### src/slmf_defs.vh
`ifndef SLMF_DEFS_VH
`define SLMF_DEFS_VH

// ****************************************
// timing
// ****************************************
`define SLMF_CLK_HZ          40000000
`define SLMF_SAMPLE_MS       2
// float time in clk_in cycles: 2 ms at 40 MHz, sized for the timer
`define SLMF_SAMPLE_CYCLES   17'h13880

// ****************************************
// register map (byte addresses)
// ****************************************
`define SLMF_ADDR_STATUS     4'h0
`define SLMF_ADDR_CTRL       4'h4

// status fields
`define SLMF_ST_FS_LSB       0
`define SLMF_ST_MODE_BIT     4
`define SLMF_ST_VALID_BIT    5
`define SLMF_ST_STATE_LSB    7

// control fields and reset value
`define SLMF_CTRL_MASK_W     12
`define SLMF_CTRL_RESET      12'h000

// ****************************************
// sequencer states
// ****************************************
`define SLMF_ST_IDLE         2'h0
`define SLMF_ST_SAMPLE       2'h1
`define SLMF_ST_CAPTURE      2'h2
`define SLMF_ST_RUN          2'h3

`endif

### src/slmf_sync.v
`timescale 1ns/100ps
`default_nettype none

// two-stage synchroniser for asynchronous pin levels
module slmf_sync #(
   parameter WIDTH = 9
) (
   input  wire             clk_in,
   input  wire             rst_in,
   input  wire [WIDTH-1:0] d_in,
   output wire [WIDTH-1:0] q_out
);

   reg [WIDTH-1:0] meta_reg;
   reg [WIDTH-1:0] sync_reg;

   // first stage feeds only the second stage
   always @(posedge clk_in or posedge rst_in) begin
      if (rst_in) begin
         meta_reg <= {WIDTH{1'b0}};
         sync_reg <= {WIDTH{1'b0}};
      end else begin
         meta_reg <= d_in;
         sync_reg <= meta_reg;
      end
   end

   assign q_out = sync_reg;

endmodule

`default_nettype wire

### src/slmf_top.v
`timescale 1ns/100ps
`default_nettype none
`include "slmf_defs.vh"

module slmf_top #(
   parameter [16:0] SAMPLE_CYCLES = `SLMF_SAMPLE_CYCLES
) (
   input  wire        clk_in,
   input  wire        rst_in,
   input  wire        supply_ok_in,
   input  wire [4:0]  strap_pin_in,
   output reg  [4:0]  strap_pin_out,
   output reg  [4:0]  strap_pin_oe_out,
   input  wire        pin2_in,
   output reg         pin2_out,
   output reg         pin2_oe_out,
   input  wire        clk_stop_n_in,
   input  wire        memclk_fanout_in,
   output wire [11:0] gated_memclk_outs_out,
   output reg         free_memclk_out,
   output reg         cpu_free_out,
   output reg         gated_processor_clock_out,
   output wire [3:0]  freq_select_straps_out,
   output wire        pin2_mode_out,
   output wire        strap_valid_out,
   input  wire [3:0]  avs_address_in,
   input  wire        avs_read_in,
   input  wire        avs_write_in,
   input  wire [31:0] avs_writedata_in,
   input  wire [3:0]  avs_byteenable_in,
   output reg  [31:0] avs_readdata_out,
   output wire        avs_waitrequest_out
);

   // ****************************************
   // state declarations
   // ****************************************
   localparam [1:0] ST_IDLE    = `SLMF_ST_IDLE;
   localparam [1:0] ST_SAMPLE  = `SLMF_ST_SAMPLE;
   localparam [1:0] ST_CAPTURE = `SLMF_ST_CAPTURE;
   localparam [1:0] ST_RUN     = `SLMF_ST_RUN;

   reg  [1:0]  state_reg;
   reg  [1:0]  state_next;
   reg  [16:0] sample_cnt_reg;
   reg  [4:0]  strap_reg;
   reg         cpu_reg;
   reg  [1:0]  pci_cnt_reg;
   reg         pci_clk_reg;
   reg  [3:0]  div_cnt_reg;
   reg         cpu_stop_s1_reg;
   reg         cpu_en_reg;
   reg         mem_prev_reg;
   reg         mem_en_reg;
   reg  [11:0] mem_out_reg;
   reg         pstop_lat_reg;
   reg         pci_en_reg;
   reg  [11:0] mask_reg;
   reg         ack_reg;

   wire [8:0]  sync_q;
   wire [4:0]  strap_s;
   wire        pin2_s;
   wire        stop_n_s;
   wire        mem_s;
   wire        supply_s;
   wire        run;
   wire        mode;
   wire [3:0]  fs;
   wire        cpu_rise;
   wire        cpu_en_next;
   wire        mem_rise;
   wire        mem_en_next;
   wire [1:0]  pci_ratio;
   wire        pci_wrap;
   wire [1:0]  pci_cnt_next;
   wire        pci_rise;
   wire        pci_stop_n;
   wire        pci1_en_next;
   wire        req;
   wire [31:0] status_word;

   // ****************************************
   // pin synchronisers
   // ****************************************
   // every level from the board is asynchronous to clk_in
   slmf_sync #(
      .WIDTH (9)
   ) u_sync (
      .clk_in (clk_in),
      .rst_in (rst_in),
      .d_in   ({supply_ok_in, memclk_fanout_in, clk_stop_n_in,
                pin2_in, strap_pin_in}),
      .q_out  (sync_q)
   );

   assign strap_s  = sync_q[4:0];
   assign pin2_s   = sync_q[5];
   assign stop_n_s = sync_q[6];
   assign mem_s    = sync_q[7];
   assign supply_s = sync_q[8];

   // ****************************************
   // power-up strap sequencer
   // ****************************************
   // rst_in stands for power removal; nothing else leaves RUN
   always @* begin
      state_next = state_reg;
      case (state_reg)
         ST_IDLE: begin
            if (supply_s)
               state_next = ST_SAMPLE;
         end
         ST_SAMPLE: begin
            if (sample_cnt_reg == SAMPLE_CYCLES - 17'h00001)
               state_next = ST_CAPTURE;
         end
         ST_CAPTURE: begin
            state_next = ST_RUN;
         end
         ST_RUN: begin
            state_next = ST_RUN;
         end
         default: begin
            state_next = ST_IDLE;
         end
      endcase
   end

   // timer counts only while the pins float
   always @(posedge clk_in or posedge rst_in) begin
      if (rst_in) begin
         state_reg      <= ST_IDLE;
         sample_cnt_reg <= 17'h00000;
      end else begin
         state_reg <= state_next;
         if (state_reg == ST_SAMPLE)
            sample_cnt_reg <= sample_cnt_reg + 17'h00001;
         else
            sample_cnt_reg <= 17'h00000;
      end
   end

   // capture happens one edge before any driver turns on
   always @(posedge clk_in or posedge rst_in) begin
      if (rst_in)
         strap_reg <= 5'h00;
      else if (state_reg == ST_CAPTURE)
         strap_reg <= strap_s;
   end

   assign run  = (state_reg == ST_RUN);
   // pin 7 gives the mode, pins 8,46,25,26 give fs3..fs0
   assign mode = strap_reg[0];
   assign fs   = {strap_reg[1], strap_reg[4], strap_reg[2], strap_reg[3]};
   assign freq_select_straps_out = run ? fs : 4'h0;
   assign pin2_mode_out          = run & mode;
   assign strap_valid_out        = run;

   // ****************************************
   // clock generation stand-ins
   // ****************************************
   // pci divide ratio per frequency select code
   function [1:0] ratio_of;
      input [3:0] code;
      begin
         case (code)
            4'hF, 4'hE, 4'hD, 4'hC: ratio_of = 2'h3;
            4'h3, 4'h2, 4'h1:       ratio_of = 2'h1;
            default:                ratio_of = 2'h2;
         endcase
      end
   endfunction

   // value is ratio minus one: processor/4, /3 or /2
   assign pci_ratio    = ratio_of(fs);
   assign cpu_rise     = ~cpu_reg;
   assign pci_wrap     = (pci_cnt_reg == pci_ratio);
   assign pci_cnt_next = pci_wrap ? 2'h0 : pci_cnt_reg + 2'h1;
   assign pci_rise     = cpu_rise & pci_wrap;

   // processor clock is clk_in/2; pci high for one processor period
   always @(posedge clk_in or posedge rst_in) begin
      if (rst_in) begin
         cpu_reg     <= 1'b0;
         pci_cnt_reg <= 2'h0;
         pci_clk_reg <= 1'b0;
         div_cnt_reg <= 4'h0;
      end else begin
         cpu_reg     <= ~cpu_reg;
         div_cnt_reg <= div_cnt_reg + 4'h1;
         if (cpu_rise) begin
            pci_cnt_reg <= pci_cnt_next;
            pci_clk_reg <= (pci_cnt_next == 2'h0);
         end
      end
   end

   // ****************************************
   // processor clock stop
   // ****************************************
   // enable moves only at a rising edge, so the clock stops low
   // after a whole period and restarts with a whole period
   assign cpu_en_next = cpu_rise ? cpu_stop_s1_reg : cpu_en_reg;

   always @(posedge clk_in or posedge rst_in) begin
      if (rst_in) begin
         cpu_stop_s1_reg           <= 1'b0;
         cpu_en_reg                <= 1'b0;
         cpu_free_out              <= 1'b0;
         gated_processor_clock_out <= 1'b0;
      end else begin
         if (cpu_rise)
            cpu_stop_s1_reg <= stop_n_s;
         cpu_en_reg   <= cpu_en_next;
         cpu_free_out <= run & cpu_rise;
         // enable changes only with cpu_rise, so the first period is never clipped
         gated_processor_clock_out <= run & cpu_rise & cpu_en_next;
      end
   end

   // ****************************************
   // memory clock fan-out
   // ****************************************
   // limitation: the copy is sampled, so memclk must stay well
   // below half of clk_in to be reproduced
   assign mem_rise    = mem_s & ~mem_prev_reg;
   assign mem_en_next = mem_rise ? stop_n_s : mem_en_reg;

   always @(posedge clk_in or posedge rst_in) begin
      if (rst_in) begin
         mem_prev_reg    <= 1'b0;
         mem_en_reg      <= 1'b0;
         free_memclk_out <= 1'b0;
      end else begin
         mem_prev_reg    <= mem_s;
         mem_en_reg      <= mem_en_next;
         free_memclk_out <= mem_s;
      end
   end

   // one gated copy per output; a mask bit holds its copy low
   genvar g;
   generate
      for (g = 0; g < 12; g = g + 1) begin : g_mem
         always @(posedge clk_in or posedge rst_in) begin
            if (rst_in)
               mem_out_reg[g] <= 1'b0;
            else
               mem_out_reg[g] <= mem_s & mem_en_next & ~mask_reg[g];
         end
      end
   endgenerate

   assign gated_memclk_outs_out = mem_out_reg;

   // ****************************************
   // pin 2 and pci stop
   // ****************************************
   // as a reference output pin 2 cannot stop anything
   assign pci_stop_n   = (run & ~mode) ? pin2_s : 1'b1;
   assign pci1_en_next = pci_rise ? pstop_lat_reg : pci_en_reg;

   always @(posedge clk_in or posedge rst_in) begin
      if (rst_in) begin
         pstop_lat_reg <= 1'b1;
         pci_en_reg    <= 1'b1;
      end else if (pci_rise) begin
         pstop_lat_reg <= pci_stop_n;
         pci_en_reg    <= pstop_lat_reg;
      end
   end

   // ****************************************
   // dual-purpose pin drivers
   // ****************************************
   // bit order: pin7 pci_f, pin8 pci1, pin25 24m, pin26 48m, pin46 ref1
   always @(posedge clk_in or posedge rst_in) begin
      if (rst_in) begin
         strap_pin_out    <= 5'h00;
         strap_pin_oe_out <= 5'h00;
         pin2_out         <= 1'b0;
         pin2_oe_out      <= 1'b0;
      end else begin
         if (run) begin
            strap_pin_oe_out <= 5'h1F;
            strap_pin_out    <= {div_cnt_reg[2], div_cnt_reg[0],
                                 div_cnt_reg[1],
                                 pci_clk_reg & pci1_en_next,
                                 pci_clk_reg};
         end else begin
            strap_pin_oe_out <= 5'h00;
            strap_pin_out    <= 5'h00;
         end
         pin2_oe_out <= run & mode;
         pin2_out    <= run & mode & div_cnt_reg[2];
      end
   end

   // ****************************************
   // avalon-mm register slave
   // ****************************************
   // one wait cycle per access keeps the read path registered
   assign req = avs_read_in | avs_write_in;
   assign avs_waitrequest_out = req & ~ack_reg;

   assign status_word = {23'h000000, state_reg, 1'b0, run,
                         run & mode, run ? fs : 4'h0};

   always @(posedge clk_in or posedge rst_in) begin
      if (rst_in) begin
         ack_reg          <= 1'b0;
         mask_reg         <= `SLMF_CTRL_RESET;
         avs_readdata_out <= 32'h00000000;
      end else begin
         ack_reg <= req & ~ack_reg;
         if (avs_read_in & ~ack_reg) begin
            case (avs_address_in)
               `SLMF_ADDR_STATUS: avs_readdata_out <= status_word;
               `SLMF_ADDR_CTRL:
                  avs_readdata_out <= {20'h00000, mask_reg};
               default:           avs_readdata_out <= 32'h00000000;
            endcase
         end
         if (avs_write_in & ack_reg &
             (avs_address_in == `SLMF_ADDR_CTRL)) begin
            if (avs_byteenable_in[0])
               mask_reg[7:0] <= avs_writedata_in[7:0];
            if (avs_byteenable_in[1])
               mask_reg[11:8] <= avs_writedata_in[11:8];
         end
      end
   end

endmodule

`default_nettype wire

### config.mk
export PLATFORM = sky130hd
export DESIGN_NAME = slmf_top
export DESIGN_NICKNAME = d
export VERILOG_FILES = /design/src/slmf_sync.v /design/src/slmf_top.v
export VERILOG_INCLUDE_DIRS = /design/src /design/src/src
export SDC_FILE = /design/constraint.sdc
export NUM_CORES = 1
export LEC_CHECK = 0
export BUFFER_PORTS_ARGS = -buffer_cell sky130_fd_sc_hd__buf_2
export CAP_MARGIN = 20
export CORE_MARGIN = 2
export CORE_UTILIZATION = 45
export DETAILED_ROUTE_END_ITERATION = 7
export HOLD_SLACK_MARGIN = 0.08
export PLACE_DENSITY = 0.74
export SLEW_MARGIN = 10
export SYNTH_ARGS = -nofsm -noshare
export SYNTH_HDL_FRONTEND = slang
export SYNTH_SLANG_ARGS = --single-unit
### constraint.sdc
create_clock -name clk_in -period 3.35 [get_ports clk_in]
set_input_delay 0.5025 -clock clk_in [delete_from_list [all_inputs] [get_ports clk_in]]
set_output_delay 0.5025 -clock clk_in [all_outputs]
set_load 0.005 [all_outputs]
==> flow_summary.yaml, run 1 <==
status:
  status: "finished, final reports clean"
power:
  pwr_density_cell_nw_per_um2: 538
  power_mw: 2.51
  ir_drop_mv: 0.302
  combPwrFrac_pct: 8.4
  p_seq_share_pct: 54.8
  p_int_mw: 1.94
  switching_share_pct: 22.7
  p_leak_nw: 2.38
  clkPwrFrac_pct: 36.8
  p_sw_mw: 0.570
setup_path:
  rr_worst_depth: 4
  cp-start-kind: "register"
  critPathBufInv: 1
  r2r_end: "avs_readdata_out[1]$_DFFE_PP0P_"
  path_class: "register to output pin"
  cpPeakStageDelay_ns: 0.66
  path_cells: "nand2_1, nor2_1, buf_2"
  cp_num_cells: 3
  crit_arrival_ns: 1.63
  cp_max_fo: 14
  r2r_start: "state_reg[1]$_DFFE_PP0P_"
  cp-endpoint: "freq_select_straps_out[2]"
  regToRegSetupSlack_ns: 1.27
  crit_start: "state_reg[1]$_DFFE_PP0P_"
  path_delay_family: "flip-flops"
  cp.required_ns: 2.85
  crit_path_top_delay_cell: "dfrtp_1"
  cp-end-kind: "output pin"
sta:
  finalCriticalPeriod_ns: 2.14
  finalSetupViolCount: 0
  tns_ns: 0
  drv_slew: 0
  finalClockSkew_ns: 0.0122
  hold_viol: 0
  fmax_mhz: 468
  post-route-period-util_pct: 63.8
  rsz0062_at_grt: "false"
  worst_slew_pin_slew_ns: 0.763
  relSlewSlack_pct: 49.1
grt:
  grt_first_pass_wirelength_um: 12200
  grt_max_degree: 87
  antenna_found_initial: 0
  gr-usage-all-layers_pct: 15.9
  grt_pass1_vias: 2551
  overflow: 0
flow_run:
  drv_cap: 0
synthesis:
  ys_seq_elements: 101
  synth_warnings: 0
  synthTopCellsByArea: "dfrtp_1 62%, mux2_2 6.2%, buf_4 4.5%"
  ys_types: 44
  synth_compound_area_share_pct: 6.20
  synthSimpleGateAreaFrac_pct: 14.0
  yosys-mux-area-fraction_pct: 7.16
  netlist_area_um2: 4020
  synth_edf_count: 0
  yosysSeqAreaShare_pct: 63.0
  yosysTopAreaCellShare_pct: 61.7
  synth_top_family_by_area: "simple AND/OR/NAND/NOR gates"
  ys.flop_type: "dfrtp_1"
  synthAdderAreaFrac_pct: 0.623
  postSynthCellCount: 338
  yosys.area.top_type: "dfrtp_1"
  synth_area_per_cell_um2: 11.9
  synth_xor_area_share_pct: 2.40
  ys_async_sr_fraction_pct: 100
  synth_top_cells_by_count: "99 x dfrtp_1, 33 x nor2_1, 28 x nand2_1, 24 x buf_4, 22 x mux2_2"
  post-synth-top-count-cell: "dfrtp_1"
layout:
  n_antenna_cell: 0
  final_core_util_pct: 53.7
  final_nets: 464
  drive_above_1_share_pct: 30.5
  area_growth_pct: 15.9
  largest_reg_flops: 17
  fillers: 755
die:
  core_area_um2: 8680
  num_rows: 34
  die_width_um: 98.5
  die_area_um2: 9700
  start_util_pct: 46.3
  dieHeight_um: 98.5
  pin_count: 119
clocking:
  cts_resized: 0
  clk_latency_ns: 0.36
  cts_max_level: 3
  numCtsBuffers: 9
  clockBufferDepth: 2
  clock-sinks: 101
  cts_hold_buf: 0
  clk_pin_slew_ns: 0.09
  cts-root-buf: "clkbuf_8"
  cts_tree: "yes"
  postCtsSetupRepairBufs: 0
detailed_routing:
  detail_route.wl_per_cell_um: 14.2
  drt_iter0_drc: 108
  vias_per_cell: 5.01
  firstDrtPassIters: 4
  dr_total_vias: 2609
  drc: 0
  ant_nets: 0
  wl_um: 7390
hold_path:
  holdCritPathClass: "input pin to async pin"
placed_design:
  routabilityCongestion: 0.771
  dpl.hpwl_um: 5040
  numPortBuffers: 76
==> cell usage in the layout, fill, tap and decap left out, types with 2 or more instances in the layout <==
cell type / synthesis / routed
and2_1: 2 / 2
nand2_1: 28 / 28
mux2_2: 22 / 22
dfstp_2: 2 / 2
ha_1: 2 / 2
and4_1: 2 / 2
nand4_1: 4 / 4
nand2b_1: 5 / 5
o31ai_1: 4 / 4
buf_4: 24 / 2
nand3_1: 6 / 6
nor4b_1: 2 / 2
conb_1: 1 / 20
dfrtp_1: 99 / 99
and3_1: 9 / 9
bufinv_16: 0 / 3
xnor2_1: 4 / 4
buf_2: 4 / 76
or3_1: 5 / 5
xor2_1: 7 / 7
a22oi_1: 5 / 5
a211oi_1: 2 / 2
inv_1: 7 / 6
mux2i_1: 4 / 4
nor3_1: 3 / 3
clkbuf_8: 0 / 11
nor2_1: 33 / 33
a21o_1: 2 / 2
or4_1: 3 / 3
o21ai_0: 16 / 16
o21bai_1: 2 / 2
a21oi_1: 6 / 6
==> how the worst min path moves through the flow <==
| stage | start | to | slack [ns] | depth (start not counted) |
|---|---|---|---|---|
| floorplan | u_sync.meta_reg[0]$_DFF_PP0_ | u_sync.q_out[0]$_DFF_PP0_ | 0.33 | 0 |
| global placement | u_sync.meta_reg[7]$_DFF_PP0_ | u_sync.q_out[7]$_DFF_PP0_ | 0.33 | 0 |
| detailed placement | u_sync.meta_reg[3]$_DFF_PP0_ | u_sync.q_out[3]$_DFF_PP0_ | 0.33 | 0 |
| CTS | strap_pin_in[0] | u_sync.meta_reg[0]$_DFF_PP0_ | 0.23 | 1 |
| global route | rst_in | sample_cnt_reg[6]$_DFF_PP0_ | 0.19 | 2 |
| finish | rst_in | strap_pin_out[3]$_DFF_PP0_ | 0.17 | 2 |
==> logic make-up after synthesis <==
| family | count (synthesis) |
|---|---|
| buffers and inverters | 45 |
| XOR/XNOR | 11 |
| multiplexers | 26 |
| other | 1 |
| flip-flops | 101 |
| adder cells (fa/ha/maj) | 2 |
| AO/OA/AOI/OAI | 40 |
| AND/OR/NAND/NOR | 112 |
==> metal layers <==
layer | global-route usage (%) | share of wire (%)
met4 | 6.95 | 1.8
met2 | 25.7 | 48
met1 | 21.3 | 45
met5 | 0 | 0
met3 | 2.84 | 4.9
==> metrics by stage <==
stage	hold slack (ns)	cell area, µm²	cells	worst slack [ns]
global placement	0.333	4380	505	1.16
floorplan	0.331	4090	357	0.204
finish	0.166	4660	521	1.21
CTS	0.233	4630	520	1.21
global route	0.188	4660	521	1.07
detailed placement	0.335	4380	505	1.15
==> layout make-up <==
cell class                 count  area [µm²]  share of cell area [%]
clock inverter                 4        95.1                    2.04
clock buffer                  11         151                    3.25
sequential                   101        2530                    54.3
multi-input combinational    211        1290                    27.8
tap                          108         135                    2.90
timing repair buffer          79         423                    9.08
inverter                       7        28.8                   0.618
==> power by group through the flow <==
stage / Clock, mW / Sequential [mW] / Combinational [mW]
floorplan: 0 / 1.38 / 0.159
global placement: 0 / 1.39 / 0.201
detailed placement: 0 / 1.40 / 0.208
CTS: 0.936 / 1.37 / 0.210
global route: 0.988 / 1.39 / 0.246
finish: 0.922 / 1.37 / 0.210
No activity file was read; power rests on OpenSTA's default activity.
==> inputs of run 2 (changes only) <==
==> constraint.sdc (replaced) <==
create_clock -name clk_in -period 1.8 [get_ports clk_in]
set_input_delay 0.27 -clock clk_in [delete_from_list [all_inputs] [get_ports clk_in]]
set_output_delay 0.27 -clock clk_in [all_outputs]
set_load 0.005 [all_outputs]
==> run 2 against run 1 <==
Compared with the run above:
- total power is 71% higher
- clock power grew 42%
- non-clock buffer count rose by 22
- hold slack got worse by 0.030 ns
- count of clock-buffer cells in the layout increased by 2
- register-to-register slack got worse by 1.2 ns
- final cell count up 4.4%
- utilization rose by 1.7 points
- critical path depth is 1 higher
- sequential share of layout area shrank 1.6 points
- largest cell class unchanged
==> flow_summary.yaml, run 2 (same netlist as run 1, synthesis figures left out) <==
detailed_routing:
  wl_met2_um: 3600
  top_layer_used: "met4"
  detail_route.wl_per_cell_um: 13.5
  ant_nets: 0
  drt-met1-wl_um: 3340
  wl_met3_um: 286
  firstDrtPassIters: 4
  wl_um: 7330
  drc: 0
  dr_total_vias: 2677
  vias_per_cell: 4.92
  drt_iter0_drc: 70
sta:
  fmax_mhz: 580
  finalCriticalPeriod_ns: 1.72
  relSlewSlack_pct: 47.8
  drv_slew: 0
  worst_slew_pin_slew_ns: 0.783
  hold_viol: 0
  timing.hold.ws_ns: 0.136
  tns_ns: 0
  finalClockSkew_ns: 0.0128
  post-route-period-util_pct: 95.8
  finalSetupViolCount: 0
clocking:
  clk_latency_ns: 0.36
  clk_pin_slew_ns: 0.09
  cts-root-buf: "clkbuf_8"
  clock-sinks: 101
  cts_tree: "yes"
  cts_max_level: 3
  clockBufferDepth: 2
  numCtsBuffers: 9
status:
  status: "finished, final reports clean"
placed_design:
  routabilityCongestion: 0.782
  numPortBuffers: 76
  dpl.hpwl_um: 5090
die:
  num_rows: 34
  dieHeight_um: 98.5
  die_area_um2: 9700
  core_area_um2: 8680
  die_width_um: 98.5
  start_util_pct: 46.3
  pin_count: 119
grt:
  overflow: 0
  grt_pass1_vias: 2599
  antenna_found_initial: 0
  grt_max_degree: 59
  grt_first_pass_wirelength_um: 12400
  gr-usage-all-layers_pct: 16.1
power:
  p_leak_nw: 2.44
  combPwrFrac_pct: 9.9
  p_int_mw: 3.22
  clkPwrFrac_pct: 30.6
  pwr_density_cell_nw_per_um2: 892
  switching_share_pct: 25.0
  ir_drop_mv: 0.385
  p_seq_share_pct: 59.5
  p_sw_mw: 1.07
  power_mw: 4.29
layout:
  largest_reg_flops: 17
  layout.cells.most_common: "dfrtp_1"
  final_core_util_pct: 55.4
  drive_above_1_share_pct: 32.3
  fillers: 759
  area_growth_pct: 19.6
  final_nets: 486
  n_antenna_cell: 0
  most-common-layout-cells: "98 x dfrtp_1, 76 x buf_2, 33 x nor2_1"
setup_path:
  cp.required_ns: 2.05
  crit_start: "sample_cnt_reg[7]$_DFF_PP0_"
  r2r_start: "sample_cnt_reg[7]$_DFF_PP0_"
  crit_arrival_ns: 1.97
  cp-start-kind: "register"
  cp_max_fo: 2
  path_class: "register to register"
  cp-end-kind: "register"
flow_run:
  drv_cap: 0
hold_path:
  worstHoldStart: "avs_writedata_in[8]"
  holdCritPathClass: "input pin to register"
## run 2: through the flow
step	worst slack [ns]	instance area [µm²]	instances
after floorplan	0.134	4090	357
after global placement	0.0809	4500	517
after detailed placement	0.0409	4500	517
after CTS	0.00658	4780	543
after global routing	-0.00306	4800	544
final	0.0750	4800	544
## run 2: area by class of cell
class / instances / area [µm²] / area share (%)
repair buffers: 101 / 618 / 12.9
clock buffers: 13 / 159 / 3.31
clock inverters: 3 / 20.0 / 0.417
multi-input cells: 211 / 1310 / 27.3
flip-flops and latches: 101 / 2530 / 52.7
well taps: 108 / 135 / 2.81
inverters: 7 / 30.0 / 0.625
## run 2: timing repair
action / 4_1_cts / 5_1_grt
setup endpoints to repair: 0 / 11
resized for setup: 0 / 4
endpoints found under the hold margin: 15 / 0
hold buffers: 10 / 0
setup buffers: 0 / 1
## run 2: critical path, cell delays in order, from the launching register on
cell and delay [ns]:
dfrtp_1 0.38, or4b_2 0.68, nor4b_2 0.24, and4_1 0.25
o21bai_1 0.07
## run 2: power groups by stage
stage          logic, mW  clock network (mW)  registers, mW
6_report           0.426                1.31           2.55
5_1_grt            0.486                1.46           2.58
4_1_cts            0.433                1.36           2.55
3_3_place_gp       0.395                   0           2.59
3_5_place_dp       0.412                   0           2.60
2_1_floorplan      0.296                   0           2.58
## run 2: per-layer routing
metal,GRT usage (%),vias to the layer above
met1,21.6,1302
met4,6.32,0
met3,2.77,12
li1,-,1291
met2,26.3,72
met5,0,-
## run 2: final timing paths
check                                               endpoint  slack (ns)  cells after the start
worst max-delay path                state_reg[0]$_DFFE_PP0P_        0.08                      4
worst min-delay path                 mask_reg[8]$_DFFE_PP0P_        0.14                      2
worst max register to register      state_reg[0]$_DFFE_PP0P_        0.08                      4
worst min register to register     u_sync.q_out[8]$_DFF_PP0_        0.35                      0
max in group asynchronous           state_reg[1]$_DFFE_PP0P_        0.85                      4
min in group asynchronous       u_sync.meta_reg[7]$_DFF_PP0_        0.38                      3
==> inputs of run 3 (changes only) <==
--- a/config.mk
+++ b/config.mk
@@ -9,10 +9,9 @@
 export BUFFER_PORTS_ARGS = -buffer_cell sky130_fd_sc_hd__buf_2
 export CAP_MARGIN = 20
 export CORE_MARGIN = 2
-export CORE_UTILIZATION = 45
+export CORE_UTILIZATION = 46
 export DETAILED_ROUTE_END_ITERATION = 7
-export HOLD_SLACK_MARGIN = 0.08
-export PLACE_DENSITY = 0.74
+export PLACE_DENSITY = 0.75
 export SLEW_MARGIN = 10
 export SYNTH_ARGS = -nofsm -noshare
 export SYNTH_HDL_FRONTEND = slang
==> run 3 against run 2 <==
Compared with the run above:
- fmax is essentially flat
- via count shrank 0.26%
- global-route usage shrank 0.090 points
- total power grew 3.6%
- wire length shrank 0.35%
- first-iteration DRC count grew 8.6%
- utilization shrank 0.093 points
==> flow_summary.yaml, run 3 (same netlist as run 1, synthesis figures left out) <==
power:
  switching_share_pct: 24.5
  ir_drop_mv: 0.597
  p_seq_share_pct: 57.5
  power_mw: 4.44
  p_leak_nw: 2.42
  pwr_density_cell_nw_per_um2: 935
  p_sw_mw: 1.09
  p_int_mw: 3.35
  clkPwrFrac_pct: 33.2
  combPwrFrac_pct: 9.3
detailed_routing:
  wl_um: 7310
  drc: 0
  firstDrtPassIters: 4
  detail_route.wl_per_cell_um: 13.7
  ant_nets: 0
  vias_per_cell: 4.99
  drt_iter0_drc: 76
  dr_total_vias: 2670
clocking:
  clockBufferDepth: 2
  postCtsSetupRepairBufs: 0
  clk_latency_ns: 0.36
  clock-sinks: 101
  cts-root-buf: "clkbuf_8"
  cts_tree: "yes"
  numCtsBuffers: 9
  cts_max_level: 3
  clk_pin_slew_ns: 0.09
setup_path:
  path_cells: "or4b_2, nor4b_2, and4_1, o21bai_1"
  cpPeakStageDelay_ns: 0.68
  crit_path_top_delay_cell: "or4b_2"
  crit_arrival_ns: 1.97
  cp-end-kind: "register"
  path_class: "register to register"
  regToRegSetupSlack_ns: 0.08
  cp.required_ns: 2.04
  path_delay_family: "simple AND/OR/NAND/NOR gates"
  cp-start-kind: "register"
  critPathBufInv: 0
  cp_max_fo: 2
sta:
  relSlewSlack_pct: 51.8
  drv_slew: 0
  finalCriticalPeriod_ns: 1.72
  fmax_mhz: 580
  worst_slew_pin_slew_ns: 0.723
  hold_viol: 0
  finalSetupViolCount: 0
  post-route-period-util_pct: 95.8
  finalClockSkew_ns: 0.0139
  tns_ns: 0
  rsz0062_at_grt: "false"
  fin_ws_ns: 0.0751
placed_design:
  dpl.hpwl_um: 4970
  routabilityCongestion: 0.797
  numPortBuffers: 76
  pre_cts_slack_ns: 0.0192
grt:
  grt_first_pass_wirelength_um: 12100
  grt_max_degree: 102
  gr-usage-all-layers_pct: 16.0
  antenna_found_initial: 0
  grt_pass1_vias: 2539
  overflow: 0
die:
  start_util_pct: 46.8
  dieHeight_um: 97.5
  pin_count: 119
  die_area_um2: 9500
  die_width_um: 97.5
  core_area_um2: 8590
  num_rows: 34
layout:
  layout.cells.most_common: "dfrtp_1"
  final_nets: 477
  n_antenna_cell: 0
  most-common-layout-cells: "99 x dfrtp_1, 76 x buf_2, 33 x nor2_1"
  area_growth_pct: 18.2
  drive_above_1_share_pct: 32.1
  largest_reg_flops: 17
flow_run:
  drv_cap: 0
hold_path:
  holdCritPathClass: "input pin to async pin"
status:
  status: "finished, final reports clean"
[run 3: final cells by class]
cell class | count | area (µm²)
clock inverter | 4 | 56.3
multi-input combinational | 211 | 1320
clock buffer | 12 | 155
timing repair buffer | 92 | 528
tap | 108 | 135
fill | 737 | 3840
sequential | 101 | 2530
inverter | 7 | 30.0
[run 3: routing by layer]
metal	GRT usage, %	share of wire, %	up-vias
met5	0	0	-
met4	7.05	2.4	0
met3	3.67	4.9	14
met2	24.2	48	78
met1	22.2	44	1309
li1	-	-	1269
[run 3: tightest hold or removal path, stage by stage]
cell        delay (ns)
buf_2             0.11
clkinvlp_4        0.07
buf_12            0.37
[run 3: stage by stage]
| stage | instances | hold slack, ns | utilization, % | cell area [µm²] |
|---|---|---|---|---|
| 2_1_floorplan | 357 | 0.301 | - | 4090 |
| 3_3_place_gp | 513 | 0.333 | 51.9 | 4460 |
| 3_5_place_dp | 513 | 0.335 | 51.9 | 4460 |
| 4_1_cts | 530 | 0.0000474 | 54.5 | 4680 |
| 5_1_grt | 535 | 0.00284 | 55.3 | 4750 |
| 6_report | 535 | 0.0144 | 55.3 | 4750 |
[run 3: final timing paths]
kind,start,to,cells past startpoint
setup / recovery,sample_cnt_reg[7]$_DFF_PP0_,state_reg[0]$_DFFE_PP0P_,4
hold / removal,rst_in,cpu_stop_s1_reg$_DFFE_PP0N_,3
setup reg to reg,sample_cnt_reg[7]$_DFF_PP0_,state_reg[0]$_DFFE_PP0P_,4
hold reg to reg,u_sync.meta_reg[1]$_DFF_PP0_,u_sync.q_out[1]$_DFF_PP0_,0
max in group asynchronous,rst_in,sample_cnt_reg[11]$_DFF_PP0_,3
min in group clk_in,strap_pin_in[1],u_sync.meta_reg[1]$_DFF_PP0_,1
[run 3: what timing repair did]
action                                  in CTS  in global routing
resized for setup                            0                  4
endpoints found under the hold margin        1                  5
endpoints found under the setup margin       0                  6
hold buffers                                 1                  5
[run 3: power by group through the flow]
stage	registers (mW)	clock network, mW	logic [mW]
2_1_floorplan	2.58	0	0.296
3_5_place_dp	2.60	0	0.405
4_1_cts	2.55	1.51	0.411
3_3_place_gp	2.59	0	0.387
6_report	2.55	1.48	0.412
5_1_grt	2.58	1.62	0.475
